===== src/include/dram_ctl_defines.svh =====
// Register indices, field positions, reset values and timing counts of the DRAM controller
`ifndef DRAM_CTL_DEFINES_SVH
`define DRAM_CTL_DEFINES_SVH

// ---------------------------------------------------------------------------
// Register indices (byte address is four times the index)
// ---------------------------------------------------------------------------
`define DRC_IDX_B0_HIGH      28'hfffffe0
`define DRC_IDX_B0_LOW       28'hfffffe2
`define DRC_IDX_B1_HIGH      28'hfffffe4
`define DRC_IDX_B1_LOW       28'hfffffe6
`define DRC_IDX_REFRESH      28'hfffffe8
`define DRC_IDX_CS_WAIT      28'hfffffea
`define DRC_IDX_STATUS       28'hfffffec

// ---------------------------------------------------------------------------
// Field positions
// ---------------------------------------------------------------------------
`define DRC_WRITE_PERMIT_BIT 0
`define DRC_BASE_MSB         15
`define DRC_READ_PERMIT_BIT  15
`define DRC_FC6_BIT          14
`define DRC_FC5_BIT          13
`define DRC_FC2_BIT          10
`define DRC_FC1_BIT          9
`define DRC_MATCH_MSB        7
`define DRC_MATCH_LSB        4
`define DRC_SIZE_MSB         3
`define DRC_SIZE_LSB         1
`define DRC_WAIT_BIT         0

// ---------------------------------------------------------------------------
// Reset values, codes and timing
// ---------------------------------------------------------------------------
`define DRC_REFRESH_RESET    8'hff
`define DRC_CS_EXT_CODE      4'hf
`define DRC_REFRESH_STEP     16
`define DRC_ROW_BASE_SHIFT   9

`endif


===== src/include/dram_ctl_pkg.sv =====
// Types shared by the DRAM bank decode and refresh controller
package dram_ctl_pkg;

  typedef enum logic [3:0] {
    ST_IDLE, ST_ROW, ST_COL, ST_ACK, ST_REF_CAS, ST_REF_RAS, ST_REF_END, ST_CS_CNT, ST_CS_EXT
  } ctl_state_t;

  typedef struct packed {
    logic        start;     // One-cycle pulse: a bus cycle begins
    logic [31:1] addr;      // Word address
    logic        write;     // 1 = write
    logic        test_and_set_op; // Write part of an indivisible test-and-set
    logic [1:0]  be;        // [1] upper byte, [0] lower byte
    logic [2:0]  fc;        // Function code
    logic [7:0]  cs_hit;    // Chip-select decodes, index 0 first
  } cpu_req_t;

  typedef struct packed {
    logic [14:0] muxed_memory_address;
    logic [1:0]  ras_n;
    logic        upper_byte_column_strobe_n;
    logic        lower_byte_column_strobe_n;
    logic        memory_write_strobe_n;
  } dram_pins_t;

  typedef struct packed {
    ctl_state_t  st;
    cpu_req_t    req;
    logic        held;
    logic        bank;
    logic [3:0]  cnt;
    dram_pins_t  pins;
    logic        transfer_acknowledge;
    logic        refresh_active;
    logic        pending;
    logic [7:0]  period;
    logic [7:0]  tmr;
    logic [3:0]  pre;
    logic [15:0] xdiv;
    logic        wb_ack;
    logic [31:0] wb_dat;
  } ctl_regs_t;

endpackage : dram_ctl_pkg


===== src/rtl/dram_bank_decode_refresh.sv =====
// DRAM bank decode, address multiplexer, automatic acknowledge and refresh timer
//
// Contract
// - Refresh requests repeat every 16 to 4096 crystal periods, in steps of 16.
// - Refresh period is sixteen times (period field plus one) crystal periods.
// - Bank configuration registers keep their contents through every reset.
// - High half holds base bits A31..A17 in 15..1, write permit in 0.
// - Write permit 0 blocks writes; read and write both blocked disables bank.
// - Read permit at low bit 15 blocks reads when 0.
// - Function codes 6,5,2,1 enabled by low bits 14,13,10,9; none disables bank.
// - Match width at low bits 7..4 compares that many top bits from A31.
// - A nonzero base bit outside the compared range prevents any match.
// - Column address carries eight plus size-field bits; size at low bits 3..1.
// - Size and wait settings come from bank 0 only; bank 1 fields ignored.
// - Wait select 0 gives zero wait states, 1 gives one wait state.
// - Write part of a test-and-set to DRAM always has zero wait states.
// - Chip selects auto-acknowledge after 0 to 14 waits or use external acknowledge.
// - Chip-select test-and-set write lasts like an ordinary write there.
// - Row phase drives fifteen contiguous address bits on the muxed lines.
// - Writing refresh period restarts the timer and refreshes at once.
// - Chip selects beat bank 0, bank 0 beats bank 1.
// - DRAM accesses ignore external acknowledge; always acknowledged internally.
// - First column strobe drives upper byte, second the lower byte.
//
// The Wishbone slave port is this design's own decision.
`timescale 1ns/1ps
`include "dram_ctl_defines.svh"

module dram_bank_decode_refresh #(
  parameter int unsigned XTAL_DIV = 1  // Clock cycles per crystal period
) (
  input  wire logic                    clk,      // 100 MHz clock
  input  wire logic                    rst_n,    // Asynchronous reset, active low
  input  wire logic                    wb_cyc,   // Wishbone cycle
  input  wire logic                    wb_stb,   // Wishbone strobe
  input  wire logic                    wb_we,    // Wishbone write enable
  input  wire logic [31:0]             wb_adr,   // Wishbone byte address
  input  wire logic [3:0]              wb_sel,   // Wishbone byte selects
  input  wire logic [31:0]             wb_dat_w, // Wishbone write data
  output logic      [31:0]             wb_dat_r, // Wishbone read data
  output logic                         wb_ack,   // Wishbone acknowledge
  input  wire dram_ctl_pkg::cpu_req_t  cpu_req,  // Core bus request
  input  wire logic                    ext_ack,  // External acknowledge for chip selects
  output dram_ctl_pkg::dram_pins_t     dram,     // DRAM pins
  output logic                         transfer_acknowledge, // Automatic acknowledge pulse
  output logic                         refresh_active        // Refresh cycle under way
);
  import dram_ctl_pkg::*;

  // -------------------------------------------------------------------------
  // Helpers
  // -------------------------------------------------------------------------
  function automatic logic bank_match(input logic [15:0] hi, input logic [15:0] lo, input logic [31:1] a);
    logic ok;
    logic [3:0] w;
    ok = 1'b1;
    w  = lo[`DRC_MATCH_MSB:`DRC_MATCH_LSB];
    for (int i = 0; i < 15; i++)
    begin
      if (4'(i) < w)
      begin
        if (hi[`DRC_BASE_MSB - i] != a[31 - i])
          ok = 1'b0;
      end
      else if (hi[`DRC_BASE_MSB - i])
        ok = 1'b0;
    end
    return ok;
  endfunction : bank_match

  function automatic logic bank_permit(input logic [15:0] hi, input logic [15:0] lo, input logic wr,
                                       input logic [2:0] fc);
    logic rw_ok;
    logic fc_ok;
    rw_ok = wr ? hi[`DRC_WRITE_PERMIT_BIT] : lo[`DRC_READ_PERMIT_BIT];
    unique case (fc)
      3'h6:    fc_ok = lo[`DRC_FC6_BIT];
      3'h5:    fc_ok = lo[`DRC_FC5_BIT];
      3'h2:    fc_ok = lo[`DRC_FC2_BIT];
      3'h1:    fc_ok = lo[`DRC_FC1_BIT];
      default: fc_ok = 1'b0;
    endcase
    return rw_ok & fc_ok;
  endfunction : bank_permit

  function automatic logic [14:0] row_address(input logic [31:1] a, input logic [2:0] sz);
    logic [31:0] full;
    full = {a, 1'b0} >> (`DRC_ROW_BASE_SHIFT + int'(sz));
    return full[14:0];
  endfunction : row_address

  function automatic logic [15:0] merge16(input logic [15:0] old, input logic [31:0] d, input logic [3:0] s);
    return {s[1] ? d[15:8] : old[15:8], s[0] ? d[7:0] : old[7:0]};
  endfunction : merge16

  // -------------------------------------------------------------------------
  // Configuration storage: deliberately no reset, contents random at power-up
  // -------------------------------------------------------------------------
  logic [15:0] b0_hi;
  logic [15:0] b0_lo;
  logic [15:0] b1_hi;
  logic [15:0] b1_lo;
  logic [31:0] cs_wait;

  ctl_regs_t   s;
  ctl_regs_t   next_s;
  logic        wr_en;
  logic [27:0] idx;
  logic        sel0;
  logic        sel1;
  logic [3:0]  cs_code;
  logic        ws;
  logic        xtick;
  logic        fire;

  assign idx   = wb_adr[29:2];
  assign wr_en = wb_cyc & wb_stb & wb_we & s.wb_ack;

  always_ff @(posedge clk)
  begin
    if (wr_en)
    begin
      unique case (idx)
        `DRC_IDX_B0_HIGH: b0_hi <= merge16(b0_hi, wb_dat_w, wb_sel);
        `DRC_IDX_B0_LOW:  b0_lo <= merge16(b0_lo, wb_dat_w, wb_sel);
        `DRC_IDX_B1_HIGH: b1_hi <= merge16(b1_hi, wb_dat_w, wb_sel);
        `DRC_IDX_B1_LOW:  b1_lo <= merge16(b1_lo, wb_dat_w, wb_sel);
        `DRC_IDX_CS_WAIT:
        begin
          for (int b = 0; b < 4; b++)
            if (wb_sel[b])
              cs_wait[8*b +: 8] <= wb_dat_w[8*b +: 8];
        end
        default: ;
      endcase
    end
  end

  // -------------------------------------------------------------------------
  // Decode of the held request
  // -------------------------------------------------------------------------
  always_comb
  begin
    // Match alone is not enough: a blocked bank lets the access fall through
    sel0 = bank_match(b0_hi, b0_lo, s.req.addr) & bank_permit(b0_hi, b0_lo, s.req.write, s.req.fc);
    sel1 = ~sel0 & bank_match(b1_hi, b1_lo, s.req.addr)
           & bank_permit(b1_hi, b1_lo, s.req.write, s.req.fc);
    cs_code = `DRC_CS_EXT_CODE;
    for (int c = 7; c >= 0; c--)
      if (s.req.cs_hit[c])
        cs_code = cs_wait[4*c +: 4];
    ws = b0_lo[`DRC_WAIT_BIT] & ~s.req.test_and_set_op;
  end

  assign xtick = (s.xdiv == 16'(XTAL_DIV - 1));
  assign fire  = xtick && (s.pre == 4'(`DRC_REFRESH_STEP - 1)) && (s.tmr == 8'h00);

  // -------------------------------------------------------------------------
  // Next-state logic
  // -------------------------------------------------------------------------
  always_comb
  begin
    next_s = s;
    next_s.transfer_acknowledge = 1'b0;

    // Register bus: one-wait answer, unmapped reads return zero
    next_s.wb_ack = wb_cyc & wb_stb & ~s.wb_ack;
    next_s.wb_dat = 32'h0;
    unique case (idx)
      `DRC_IDX_B0_HIGH: next_s.wb_dat = {16'h0, b0_hi};
      `DRC_IDX_B0_LOW:  next_s.wb_dat = {16'h0, b0_lo};
      `DRC_IDX_B1_HIGH: next_s.wb_dat = {16'h0, b1_hi};
      `DRC_IDX_B1_LOW:  next_s.wb_dat = {16'h0, b1_lo};
      `DRC_IDX_REFRESH: next_s.wb_dat = {24'h0, s.period};
      `DRC_IDX_CS_WAIT: next_s.wb_dat = cs_wait;
      `DRC_IDX_STATUS:  next_s.wb_dat = {24'h0, s.st, s.held, s.bank, s.refresh_active, s.pending};
      default:          next_s.wb_dat = 32'h0;
    endcase

    // Refresh timer: 16 crystal periods per step of the period field
    next_s.xdiv = xtick ? 16'h0 : s.xdiv + 16'h1;
    if (xtick)
    begin
      next_s.pre = s.pre + 4'h1;
      if (s.pre == 4'(`DRC_REFRESH_STEP - 1))
        next_s.tmr = (s.tmr == 8'h00) ? s.period : s.tmr - 8'h1;
    end
    if (wr_en && idx == `DRC_IDX_REFRESH && wb_sel[0])
    begin
      next_s.period = wb_dat_w[7:0];
      next_s.tmr    = wb_dat_w[7:0];
      next_s.pre    = 4'h0;
      next_s.xdiv   = 16'h0;
    end

    // Request capture: a start arriving while busy waits here
    if (cpu_req.start)
    begin
      next_s.req  = cpu_req;
      next_s.held = 1'b1;
    end

    unique case (s.st)
      ST_IDLE:
      begin
        if (s.pending)
        begin
          next_s.st             = ST_REF_CAS;
          next_s.refresh_active = 1'b1;
          next_s.pins.upper_byte_column_strobe_n = 1'b0;
          next_s.pins.lower_byte_column_strobe_n = 1'b0;
        end
        else if (s.held)
        begin
          next_s.held = cpu_req.start;
          if (|s.req.cs_hit)
          begin
            next_s.cnt = cs_code;
            next_s.st  = (cs_code == `DRC_CS_EXT_CODE) ? ST_CS_EXT : ST_CS_CNT;
          end
          else if (sel0 | sel1)
          begin
            next_s.bank = sel1;
            next_s.st   = ST_ROW;
            next_s.pins.muxed_memory_address = row_address(s.req.addr, b0_lo[`DRC_SIZE_MSB:`DRC_SIZE_LSB]);
            next_s.pins.ras_n = sel1 ? 2'b01 : 2'b10;
          end
        end
      end
      ST_ROW:
      begin
        next_s.st  = ST_COL;
        next_s.cnt = {3'h0, ws};
        next_s.pins.muxed_memory_address = s.req.addr[15:1];
        next_s.pins.upper_byte_column_strobe_n = ~s.req.be[1];
        next_s.pins.lower_byte_column_strobe_n = ~s.req.be[0];
        next_s.pins.memory_write_strobe_n      = ~s.req.write;
      end
      ST_COL:
      begin
        if (s.cnt == 4'h0)
        begin
          next_s.transfer_acknowledge = 1'b1;
          next_s.st = ST_ACK;
        end
        else
          next_s.cnt = s.cnt - 4'h1;
      end
      ST_ACK:
      begin
        next_s.st   = ST_IDLE;
        next_s.pins.ras_n = 2'b11;
        next_s.pins.upper_byte_column_strobe_n = 1'b1;
        next_s.pins.lower_byte_column_strobe_n = 1'b1;
        next_s.pins.memory_write_strobe_n      = 1'b1;
      end
      ST_REF_CAS:
      begin
        // Both banks and both bytes refresh together, column strobe first
        next_s.st         = ST_REF_RAS;
        next_s.pins.ras_n = 2'b00;
      end
      ST_REF_RAS:
      begin
        next_s.st         = ST_REF_END;
        next_s.pins.upper_byte_column_strobe_n = 1'b1;
        next_s.pins.lower_byte_column_strobe_n = 1'b1;
      end
      ST_REF_END:
      begin
        next_s.st             = ST_IDLE;
        next_s.pins.ras_n     = 2'b11;
        next_s.refresh_active = 1'b0;
      end
      ST_CS_CNT:
      begin
        if (s.cnt == 4'h0)
        begin
          next_s.transfer_acknowledge = 1'b1;
          next_s.st = ST_IDLE;
        end
        else
          next_s.cnt = s.cnt - 4'h1;
      end
      ST_CS_EXT:
      begin
        // The device drives no acknowledge; the external one ends the cycle
        if (ext_ack)
          next_s.st = ST_IDLE;
      end
      default: next_s.st = ST_IDLE;
    endcase

    // A refresh taken in this cycle cannot swallow a new timer event
    if (s.st == ST_IDLE && s.pending)
      next_s.pending = 1'b0;
    if (fire || (wr_en && idx == `DRC_IDX_REFRESH && wb_sel[0]))
      next_s.pending = 1'b1;
  end

  // -------------------------------------------------------------------------
  // State register
  // -------------------------------------------------------------------------
  always_ff @(posedge clk or negedge rst_n)
  begin
    if (!rst_n)
    begin
      s        <= '0;
      s.st     <= ST_IDLE;
      s.period <= `DRC_REFRESH_RESET;
      s.tmr    <= `DRC_REFRESH_RESET;
      s.pins   <= '{muxed_memory_address: 15'h0, ras_n: 2'b11, upper_byte_column_strobe_n: 1'b1,
                    lower_byte_column_strobe_n: 1'b1, memory_write_strobe_n: 1'b1};
    end
    else
      s <= next_s;
  end

  assign wb_ack               = s.wb_ack;
  assign wb_dat_r             = s.wb_dat;
  assign dram                 = s.pins;
  assign transfer_acknowledge = s.transfer_acknowledge;
  assign refresh_active       = s.refresh_active;

  // -------------------------------------------------------------------------
  // Checks
  // -------------------------------------------------------------------------
  logic [12:0] gap;
  logic        gap_ok;

  always_ff @(posedge clk or negedge rst_n)
  begin
    if (!rst_n)
    begin
      gap    <= 13'h0;
      gap_ok <= 1'b0;
    end
    else if (wr_en && idx == `DRC_IDX_REFRESH)
    begin
      gap    <= 13'h0;
      gap_ok <= 1'b0;
    end
    else if (fire)
    begin
      gap    <= 13'h1;
      gap_ok <= (XTAL_DIV == 1);
    end
    else
      gap <= gap + 13'h1;
  end

  refresh_period_a: assert property (@(posedge clk) disable iff (!rst_n)
    (fire && gap_ok) |-> (gap == 13'(`DRC_REFRESH_STEP * (int'(s.period) + 1))))
    else $error("refresh period differs from sixteen times field plus one");
  refresh_write_a: assert property (@(posedge clk) disable iff (!rst_n)
    (wr_en && idx == `DRC_IDX_REFRESH && wb_sel[0] && s.st != ST_IDLE) |=> s.pending)
    else $error("refresh period write did not request a refresh");
  refresh_seq_a: assert property (@(posedge clk) disable iff (!rst_n)
    (s.st == ST_IDLE && s.pending) |=> (s.pins.upper_byte_column_strobe_n == 1'b0 && s.pins.ras_n == 2'b11)
    ##1 (s.pins.ras_n == 2'b00) ##1 (s.pins.upper_byte_column_strobe_n && s.pins.ras_n == 2'b00)
    ##1 (s.pins.ras_n == 2'b11))
    else $error("refresh cycle not column before row");
  rmw_zero_wait_a: assert property (@(posedge clk) disable iff (!rst_n)
    (s.st == ST_ROW && s.req.test_and_set_op) |=> ##1 s.transfer_acknowledge)
    else $error("test-and-set write to DRAM was not zero wait");
  one_wait_a: assert property (@(posedge clk) disable iff (!rst_n)
    (s.st == ST_ROW && !s.req.test_and_set_op && b0_lo[`DRC_WAIT_BIT]) |=> ##1 !s.transfer_acknowledge
    ##1 s.transfer_acknowledge)
    else $error("one wait state DRAM timing wrong");
  cs_priority_a: assert property (@(posedge clk) disable iff (!rst_n)
    (s.st == ST_IDLE && !s.pending && s.held && |s.req.cs_hit) |=> (s.pins.ras_n == 2'b11 && s.st inside
    {ST_CS_CNT, ST_CS_EXT}))
    else $error("chip select lost priority to DRAM");
  blocked_bank_a: assert property (@(posedge clk) disable iff (!rst_n)
    (s.st == ST_IDLE && !s.pending && s.held && !(|s.req.cs_hit) && !sel0 && !sel1) |=> s.st == ST_IDLE)
    else $error("blocked bank started a DRAM cycle");
  column_phase_a: assert property (@(posedge clk) disable iff (!rst_n)
    (s.st == ST_COL) |-> (s.pins.muxed_memory_address == s.req.addr[15:1]
    && s.pins.upper_byte_column_strobe_n == !s.req.be[1] && s.pins.lower_byte_column_strobe_n == !s.req.be[0]))
    else $error("column phase address or byte strobes wrong");
  row_phase_a: assert property (@(posedge clk) disable iff (!rst_n)
    (s.st == ST_ROW) |-> (s.pins.muxed_memory_address
    == row_address(s.req.addr, b0_lo[`DRC_SIZE_MSB:`DRC_SIZE_LSB])))
    else $error("row address not contiguous upper bits");
  ext_only_cs_a: assert property (@(posedge clk) disable iff (!rst_n)
    (s.st == ST_CS_EXT) |-> (s.pins.ras_n == 2'b11 && !s.transfer_acknowledge))
    else $error("external acknowledge path used for DRAM");
  wb_ack_pulse_a: assert property (@(posedge clk) disable iff (!rst_n)
    s.wb_ack |=> !s.wb_ack)
    else $error("bus acknowledge longer than one cycle");

  refresh_seen_c: cover property (@(posedge clk) disable iff (!rst_n) s.st == ST_REF_END);
  dram_wait_c:    cover property (@(posedge clk) disable iff (!rst_n) s.st == ST_COL && s.cnt == 4'h1);
  cs_ext_c:       cover property (@(posedge clk) disable iff (!rst_n) s.st == ST_CS_EXT && ext_ack);
  rmw_dram_c:     cover property (@(posedge clk) disable iff (!rst_n) s.st == ST_ROW && s.req.test_and_set_op);

endmodule : dram_bank_decode_refresh


===== config.mk =====
export PLATFORM = sky130hd
export DESIGN_NAME = dram_bank_decode_refresh
export DESIGN_NICKNAME = d
export VERILOG_FILES = /design/src/include/dram_ctl_pkg.sv /design/src/rtl/dram_bank_decode_refresh.sv
export VERILOG_INCLUDE_DIRS = /design/src /design/src/include
export SDC_FILE = /design/constraint.sdc
export NUM_CORES = 1
export LEC_CHECK = 0
export ABC_AREA = 1
export BUFFER_PORTS_ARGS = -buffer_cell sky130_fd_sc_hd__buf_4
export CORE_ASPECT_RATIO = 0.7
export CORE_MARGIN = 2
export CORE_UTILIZATION = 63
export CTS_CLUSTER_SIZE = 8
export DETAILED_ROUTE_END_ITERATION = 16
export GPL_ROUTABILITY_DRIVEN = 0
export PLACE_DENSITY_LB_ADDON = 0.1
export RECOVER_POWER = 25
export SKIP_LAST_GASP = 1
export SYNTH_ARGS = -nofsm -noshare
export SYNTH_HDL_FRONTEND = slang
export SYNTH_SLANG_ARGS = --single-unit

===== constraint.sdc =====
create_clock -name clk -period 3.73 [get_ports clk]
set_clock_uncertainty 0.2 [all_clocks]
set_input_delay 0.373 -clock clk [delete_from_list [all_inputs] [get_ports clk]]
set_output_delay 0.373 -clock clk [all_outputs]
set_load 0.005 [all_outputs]

Yosys cells after proc, flatten, opt, wreduce, memory -nomap -nowiden --
Cells that the tools add are included.
Storage, ports and cells: bits in registers 244, input bits 121, output and inout port bits 55, logic and storage cells 337
Cells by class: add/subtract/negate cells 5, $lt $le $gt $ge 30, equal/unequal tests 63, shift operators 1, mux-type cells 140, bitwise gates (word level) 19, reduce and logical (&&, ||, !) cells 43
Operators by type and width (number):
- $pmux 32 s7 | 1
- $eq 28x28->1 const B | 7
- $mux 1 | 100
- $mux 4 | 18
- $lt 4x4->1 const A | 14
- $mux 23 | 2
- $reduce_and 3->1 | 12
- $mux 17 | 2
- $lt 3x4->1 const A | 8
- $shr 32x5->15 | 1
- $ne 1x1->1 | 30
- $pmux 15 s2 | 1
- $mux 28 | 1
- $pmux 4 s7 | 1
- $reduce_and 5->1 | 5
- $ne 2x2->1 const B | 10
- $add 16x1->16 const B | 1
- $eq 4x3->1 const B | 4
- $logic_not 16->1 | 1
- $lt 1x4->1 const A | 4
- $lt 2x4->1 const A | 4
- $mux 16 | 1
- $mux 8 | 2
- $eq 4x4->1 const B | 3
- other kinds (29) | 68

Logic depth before layout (Yosys ltp) --
Gate-level depths: netlist (run 1).
depth in word-level cells 41, mapped depth 18

Worst setup path after synthesis (run 1) --
OpenSTA, ideal clock, no wires.
path kind input to register, start input port wb_adr[7], end register cs_wait[16], enable pin, library setup time 370 ps, arrival 1910 ps, data required time 3160 ps, slack 1250 ps, cell stages on the path 9, cells stage by stage inv_1 > nor2_1 > nand3_1 > inv_1 > nand3b_1 > nor2_1 > nand2_1 > clkbuf_1 > nor2_1
Between the ends: word-level cells in the longest chain between the ends 2
Ends and longest elaborated chain:
- start, declared | line dram_bank_decode_refresh.sv:37 | input wire logic [31:0] wb_adr,
- $eq 28x28->1 | line dram_bank_decode_refresh.sv:123 | unique case (idx)
- $reduce_and 3->1 (no source line)
- end signal, assigned by index | line dram_bank_decode_refresh.sv:132 | cs_wait[8*b +: 8] <= wb_dat_w[8*b +: 8];
- end, declared | line dram_bank_decode_refresh.sv:103 | logic [31:0] cs_wait;
No other way between the ends. A chain may end at the register's enable or synchronous reset.

Worst setup path after layout (run 1) --
start input port wb_adr[23], end register b1_hi[8], enable pin
Between the ends: word-level cells in the longest chain between the ends 2
Ends and longest elaborated chain:
- $eq 28x28->1 | line dram_bank_decode_refresh.sv:123
- $reduce_and 3->1 (no source line)
- end signal, assigned | line dram_bank_decode_refresh.sv:126 | `DRC_IDX_B1_HIGH: b1_hi <= merge16(b1_hi, wb_dat_w, wb_sel);
- end, declared | line dram_bank_decode_refresh.sv:101 | logic [15:0] b1_hi;
No other way between the ends.

==> results.md, run 1 <==
* Area of the die at 0.02119 sq mm
* Initial antenna violation count at 0
* Number of setup buffers added after CTS at 0
* Combinational fraction of design power at 20.2%
* Iteration-0 DRC Markers at 1594
* Yosys Warn Count at 0
* Nets at 1857
* Register area share after synthesis at 52.41%
* Yosys reg bits at 244
* Reg-to-reg slack, setup at 0.98 ns
* PwrDens at 509.7 mW/mm^2
* Die X-Extent at 173.1 um
* Failing checks: capacitance limit, slew limit
* First-pass GRT wire length at 58660 um
* P_leak at 7.527 nW
* Main synth FF type: dfrtp_1
* Vias in the first global route at 11130
* Critical path data arrival time at 2.75 ns
* Final hold vios at 0
* M1 WL at 14950 um
* Area Growth Syn to Fin at 23.37%
* Residual DRC count at 0
* Share of post-route cells with drive strength above 1 at 14.81%
* Period minus WS final at 2.823 ns
* CTS Root Cell: clkbuf_16
* Highest metal used: met4
* Vias at 11550
* Total wire length at 37300 um
* Final setup margin at 0.9066 ns
* CTS tree: yes
* Syn nets at 1655
* Final Setup Violations at 0
* FMAX at 354.2 MHz
* Pint at 5.603 mW
* Clock tree buffer depth at 3
* Post-Synthesis Cells at 1527
* Req. time, crit path at 3.66 ns
* Unrepaired setup endpoints after global routing: no
* Sequential share of power at 40.3%
* Hold-fix buffers, CTS at 82
* CP max stage cell: nor2_1
* Net switching power at 2.332 mW
* Worst-Margin Slew at 1.616 ns
* Antenna diodes at 0
* Mapped Area at 0.01262 sq mm
* DR vias/cell at 5.702
* Async set-reset flop share out of synthesis at 60.66%
* Die Ht at 122.4 um
* Resize count post-CTS at 0
* Syn_area_per_cell at 8.263 sq um
* CP Launch Type: input pin
* Initial Utilization at 63.90%
* Largest net degree at the start of global routing at 89
* DR WL met2 at 17140 um
* CTS Sinks at 244
* Total GRT Usage at 35.64%
* Worst-path fanout max at 12
* HP Class: in -> reg
* Switching part of the total at 29.39%
* Ratio of final minimum period to clock period at 75.69%
* CTS buffer count at 36
* Maximum vdd drop at 0.3223 mV
* CTS HTree Levels at 2
* Slowest stage delay, CP at 0.73 ns
* Met3 routed WL at 4375 um
* Port-buffer cells at 171
* WL/cell at 18.42 um
* Clock transition at the registers of the reported paths at 0.05 ns
* Critical path type: in -> reg
* EDFF count, synth at 96
* Crit end category: flip-flop
* Worst path most repeated cell: nand2_1
* Crit-path cells: buf_4, nand2_1, nor2_1, nand3_1, nor4_2, nand2_1, inv_2, nand2_1, nor2_1
* Max Cap Viol at 2
* Outcome: complete, but fails checks
* Routed Antenna Nets at 0
* Final setup TNS at 0 ns
* # IOs at 176
* Detail Placement HPWL at 25130 um
* Max_slew headroom at -7.727%
* Clk pwr share at 39.4%
* Core ar. at 0.01975 sq mm
* DRT Pass-1 Iters at 9
* Setup WS pre-CTS at 0.5082 ns
* FP Rows at 43
* Slew Viols, Final at 151
* Gr ovfl total at 0
* Synth cell types at 45
* Clk_lat worst skew at 0.51 ns
final cells by class:
| class | instances | area, sq um |
|---|---|---|
| flip-flops and latches | 244 | 6613 |
| repair buffers | 262 | 2120 |
| inverters | 212 | 795.8 |
| well taps | 270 | 337.8 |
| fillers | 1371 | 4179 |
| clock buffers | 62 | 1041 |
| multi-input cells | 973 | 4613 |
| clock inverters | 2 | 46.29 |
cell usage after synthesis (all sizes together), types with 20 or more instances:
| master | number | area, sq um |
|---|---|---|
| nand2 | 394 | 1506 |
| inv | 211 | 792.0 |
| o21ai | 149 | 745.7 |
| nor2 | 148 | 594.3 |
| dfrtp | 127 | 3178 |
| nand3 | 106 | 545.5 |
| edfxtp | 96 | 2883 |
| buf | 61 | 456.7 |
| a21oi | 42 | 210.2 |
| clkbuf | 37 | 138.9 |
| nand4 | 22 | 137.6 |
| dfstp | 21 | 551.8 |
| o22ai | 20 | 125.1 |
power by group through the flow:
| stage | logic (mW) | registers (mW) | clock network (mW) |
|---|---|---|---|
| 3_3_place_gp | 1.44 | 3.22 | 0 |
| 5_1_grt | 1.79 | 3.22 | 3.26 |
| 2_1_floorplan | 1.14 | 3.15 | 0 |
| 3_5_place_dp | 1.49 | 3.23 | 0 |
| 6_report | 1.61 | 3.20 | 3.13 |
| 4_1_cts | 1.58 | 3.19 | 3.12 |
cells by family (layout without fill, tap and decap cells):
family | count (synthesis) | count (layout) | synth area share [%]
buffers and inverters | 310 | 538 | 11.03
AND/OR/NAND/NOR | 703 | 703 | 23.78
multiplexers | 8 | 8 | 0.6941
XOR/XNOR | 18 | 18 | 1.250
adder cells (fa/ha/maj) | 7 | 7 | 0.6941
AO/OA/AOI/OAI | 237 | 237 | 10.14
flip-flops | 244 | 244 | 52.41
metal layers:
layer / global-route usage, % / vias up
met5: 0 / -
met4: 8.739 / 0
met3: 8.116 / 79
met2: 57.25 / 690
met1: 49.97 / 5457
li1: - / 5320
cell usage in the layout, fill, tap and decap left out, types with 2 or more instances in the layout:
cell,synthesis,routed
dfrtp_1,127,127
a21oi_1,42,42
mux2_2,6,6
a22oi_1,5,5
nand3b_1,12,12
nor2_1,138,138
clkbuf_1,37,40
clkbuf_16,0,38
nand2_4,2,2
edfxtp_1,96,96
clkbuf_4,0,16
nor4_1,8,8
inv_2,5,5
nand2_2,5,5
o211ai_1,6,6
buf_4,53,145
xor2_1,15,15
a31oi_1,2,2
o21ai_1,4,4
dlygate4sd3_1,0,82
o221ai_1,2,2
nand3_2,3,3
ha_1,7,7
o31ai_1,4,4
nand4_1,22,22
o22ai_1,20,20
o21ai_0,145,145
a31o_2,2,2
nor2_2,9,9
o21bai_1,2,2
nand3_1,103,103
inv_1,206,206
nand2_1,387,387
nor3_1,9,9
xnor2_1,3,3
clkbuf_2,0,2
mux2i_1,2,2
dfstp_2,21,21
through the flow:
| stage | area [sq um] | power [mW] | std cells | hold slack [ns] | utilization [%] |
|---|---|---|---|---|---|
| floorplan | 12620 | 4.287 | 1527 | -0.1226 | - |
| global placement | 13730 | 4.665 | 1879 | 0.1975 | 69.52 |
| detailed placement | 13730 | 4.717 | 1879 | 0.2016 | 69.52 |
| CTS | 15640 | 7.889 | 2025 | 0.1335 | 79.18 |
| global route | 15570 | 8.267 | 2025 | 0.1779 | 78.84 |
| finish | 15570 | 7.934 | 2025 | 0.1445 | 78.84 |
critical path: cells and delay by family:
family	cells	cell delay [ns]
buf+inv	2	0.28
simple gates	7	2.08
sequential cells by signal, summed over array words and instances (netlist names):
name and count:
dram 20, transfer_acknowledge 1, refresh_active 1, s 93, wb_dat_r 32, b1_hi 16
b0_hi 16, b1_lo 16, b0_lo 16, wb_ack 1, cs_wait 32
path summary, 6_finish.rpt:
path	from	to	cells after the start
max	wb_adr[23]	b1_hi[8]	9
min	wb_sel[0]	s[62]	5
max reg2reg	b1_lo[7]	dram[7]	15
min reg2reg	wb_ack	wb_ack	1
max in group asynchronous	rst_n	s[53]	3
min in group asynchronous	rst_n	wb_dat_r[23]	2
Note: power is estimated with default switching activity, not from simulation.
==> run 2: changes to the inputs <==
--- a/config.mk
+++ b/config.mk
@@ -6,11 +6,11 @@
 export SDC_FILE = /design/constraint.sdc
 export NUM_CORES = 1
 export LEC_CHECK = 0
-export ABC_AREA = 1
+export ABC_AREA = 0
 export BUFFER_PORTS_ARGS = -buffer_cell sky130_fd_sc_hd__buf_4
 export CORE_ASPECT_RATIO = 0.7
 export CORE_MARGIN = 2
-export CORE_UTILIZATION = 63
+export CORE_UTILIZATION = 58
 export CTS_CLUSTER_SIZE = 8
 export DETAILED_ROUTE_END_ITERATION = 16
 export GPL_ROUTABILITY_DRIVEN = 0
==> constraint.sdc (replaced) <==
create_clock -name clk -period 2.75 [get_ports clk]
set_clock_uncertainty 0.2 [all_clocks]
set_input_delay 0.275 -clock clk [delete_from_list [all_inputs] [get_ports clk]]
set_output_delay 0.275 -clock clk [all_outputs]
set_load 0.005 [all_outputs]
==> run 2 against run 1 <==
The run ends with capacitance limit, slew limit, setup timing left; sequential cell count did not move; register-to-register slack lost 1.2 ns; count of clock-buffer cells in the layout decreased by 3; worst hold slack got worse by 0.012 ns; final area rose by 1.5%; area after synthesis decreased by 3.0%; die area increased by 5.2%; non-clock buffer count is 63 higher; via count is 18% lower; critical path type is now reg -> reg; highest routed layer unchanged.
==> results.md, run 2 <==
* Count leader, synth: dfrtp_1
* Worst-Margin Slew at 2.148 ns
* Slew Viols, Final at 39
* DRT Pass-1 Iters at 6
* Sequential share of power at 42.1%
* Syn_area_per_cell at 11.56 sq um
* Syn nets at 1187
* Total GRT Usage at 30.06%
* First-pass GRT wire length at 50960 um
* Critical path type: reg -> reg
* Combinational fraction of design power at 17.3%
* Setup WS pre-CTS at -0.03361 ns
* Area Growth Syn to Fin at 29.09%
* Area of the die at 0.02230 sq mm
* Period minus WS final at 2.930 ns
* Largest Register: s
* Ratio of final minimum period to clock period at 106.5%
* Nets at 1446
* Vias at 9450
* Die X-Extent at 177.6 um
* Critical path data arrival time at 3.10 ns
* Async set-reset flop share out of synthesis at 60.66%
* Worst-path fanout max at 8
* Synth Area in Compound Gates at 10.99%
* Share of post-route cells with drive strength above 1 at 28.71%
* XOR/XNOR share of the synthesized area at 3.005%
* CTS Sinks at 244
* DR vias/cell at 5.844
* Pint at 7.669 mW
* Clock transition at the registers of the reported paths at 0.05 ns
* Synth top area cells: dfrtp_1 26%, edfxtp_1 24%, dfstp_2 4.5%
* Final hold slack at 0.1328 ns
* Area share of the largest cell type after synthesis at 25.96%
* Antenna diodes at 0
* Largest net degree at the start of global routing at 67
* FMAX at 341.3 MHz
* Adder-Cell Fraction of Synth Area at 0.7155%
* Design Power at 10.30 mW
* P_leak at 6.642 nW
* Max_slew headroom at -43.20%
* CP Launch Type: flip-flop
* Synth top cells by count: 127 x dfrtp_1, 96 x edfxtp_1, 87 x nor2_1
* Req. time, crit path at 2.92 ns
* CTS tree: yes
* Post-Synthesis Cells at 1059
* Max reg flops at 93
* Gr ovfl total at 0
* WL/cell at 20.54 um
* Total wire length at 33210 um
* Commonest non-fill, non-tap cell in the layout: buf_4
* Maximum vdd drop at 0.5314 mV
* Final setup margin at -0.1801 ns
* Largest family of logic cells by synthesized area: multiplexers
* Core ar. at 0.02070 sq mm
* Unrepaired setup endpoints after global routing: yes
* Yosys reg bits at 244
* Residual DRC count at 0
* Failing checks: capacitance limit, slew limit, setup timing
* Commonest non-fill, non-tap cells in the layout: 200 x buf_4, 127 x dfrtp_1, 96 x edfxtp_1
* Clk pwr share at 40.6%
* Final Setup Violations at 17
* PwrDens at 652.1 mW/mm^2
* Port-buffer cells at 171
* Max Cap Viol at 1
* Switching part of the total at 25.57%
* Register area share after synthesis at 54.02%
* CTS buffer count at 36
* Yosys Warn Count at 0
* Detail Placement HPWL at 22560 um
* Initial Utilization at 59.13%
* Post-synthesis mux area share at 12.76%
* Main synth FF type: dfrtp_1
* Yosys top cell by area: dfrtp_1
* Mapped Area at 0.01224 sq mm
* Final core utilization at 76.34%
* FP Rows at 44
* Synth Area in Simple Gates at 12.56%
* Clock tree buffer depth at 3
* CTS Root Cell: clkbuf_16
* # IOs at 176
* Net switching power at 2.635 mW
* Synth cell types at 67
* Iteration-0 DRC Markers at 899
* Clk_lat worst skew at 0.51 ns
* CTS HTree Levels at 2
* Vias in the first global route at 9272
* Final setup TNS at -1.766 ns
* Outcome: complete, but fails checks
* Final hold vios at 0
* Die Ht at 125.5 um
* Initial antenna violation count at 0
* Routed Antenna Nets at 0
* EDFF count, synth at 96
* HP Class: in -> reg
* Crit end category: flip-flop
-- run 2: changes by cell type in the layout (fill, tap and decap cells not counted), moves of 37 or more --
cell and delta:
o21ai_0 -89, mux2_2 +37, nand3_1 -88, nor2_1 -51, buf_4 +55, nand2_1 -308, inv_1 -183, mux2i_1 +49
-- run 2: per-stage QoR --
stage	std cells	instance area, sq um
6_report	1617	15800
5_1_grt	1617	15800
3_5_place_dp	1464	13740
2_1_floorplan	1059	12240
3_3_place_gp	1464	13740
4_1_cts	1615	15830
-- run 2: cells by family (layout without fill, tap and decap cells) --
kind of cell	Yosys count	in the layout
adder cells (fa/ha/maj)	7	7
buffers and inverters	128	410
AO/OA/AOI/OAI	208	208
AND/OR/NAND/NOR	305	305
flip-flops	244	244
multiplexers	125	125
XOR/XNOR	42	42
-- run 2: power by group through the flow --
stage	Sequential [mW]	Combinational, mW	Clock [mW]
final	4.34	1.78	4.19
after floorplan	4.27	1.17	0
after global placement	4.38	1.57	0
after global routing	4.37	1.95	4.40
after detailed placement	4.39	1.61	0
after CTS	4.33	1.77	4.23
-- run 2: path summary, 6_finish.rpt --
path	from	endpoint	slack (ns)	cells after the start
setup / recovery	b0_lo[6]	dram[12]	-0.18	10
hold / removal	wb_sel[2]	cs_wait[20]	0.13	2
setup reg to reg	b0_lo[6]	dram[12]	-0.18	10
hold reg to reg	wb_ack	wb_ack	0.26	1
max in group asynchronous	rst_n	s[121]	0.19	3
min in group asynchronous	rst_n	s[52]	0.74	2
-- run 2: critical path: stages (launching register included) --
cell and delay, ns:
edfxtp_1 0.53, buf_6 0.20, o31ai_4 0.18, xor2_1 0.21, o2111ai_2 0.17, nor4_4 0.35
a32oi_4 0.13, o21ai_4 0.24, buf_6 0.13, buf_12 0.13, mux2_4 0.31
-- run 2: per-layer routing --
metal	track usage [%]	wire length, um	vias up
met2	43.94	14780	418
met5	0	0	-
met3	7.299	3186	41
li1	-	-	4342
met1	45.35	14690	4649
met4	7.473	552	0
-- run 2: cell type report --
class | count | area [sq um]
clock inverters | 2 | 46.29
clock buffers | 59 | 1030
multi-input cells | 687 | 5025
flip-flops and latches | 244 | 6613
well taps | 276 | 345.3
inverters | 24 | 90.09
repair buffers | 325 | 2653
fillers | 1350 | 4898
-- run 2: what timing repair did --
item / CTS / global route
endpoints found under the setup margin: 16 / 21
buffers inserted: 6 / 3
hold buffers: 83 / 0
gates resized for setup: 20 / 11
endpoints found under the hold margin: 308 / 0
gates cloned: 1 / 0
pin swaps: 11 / 4
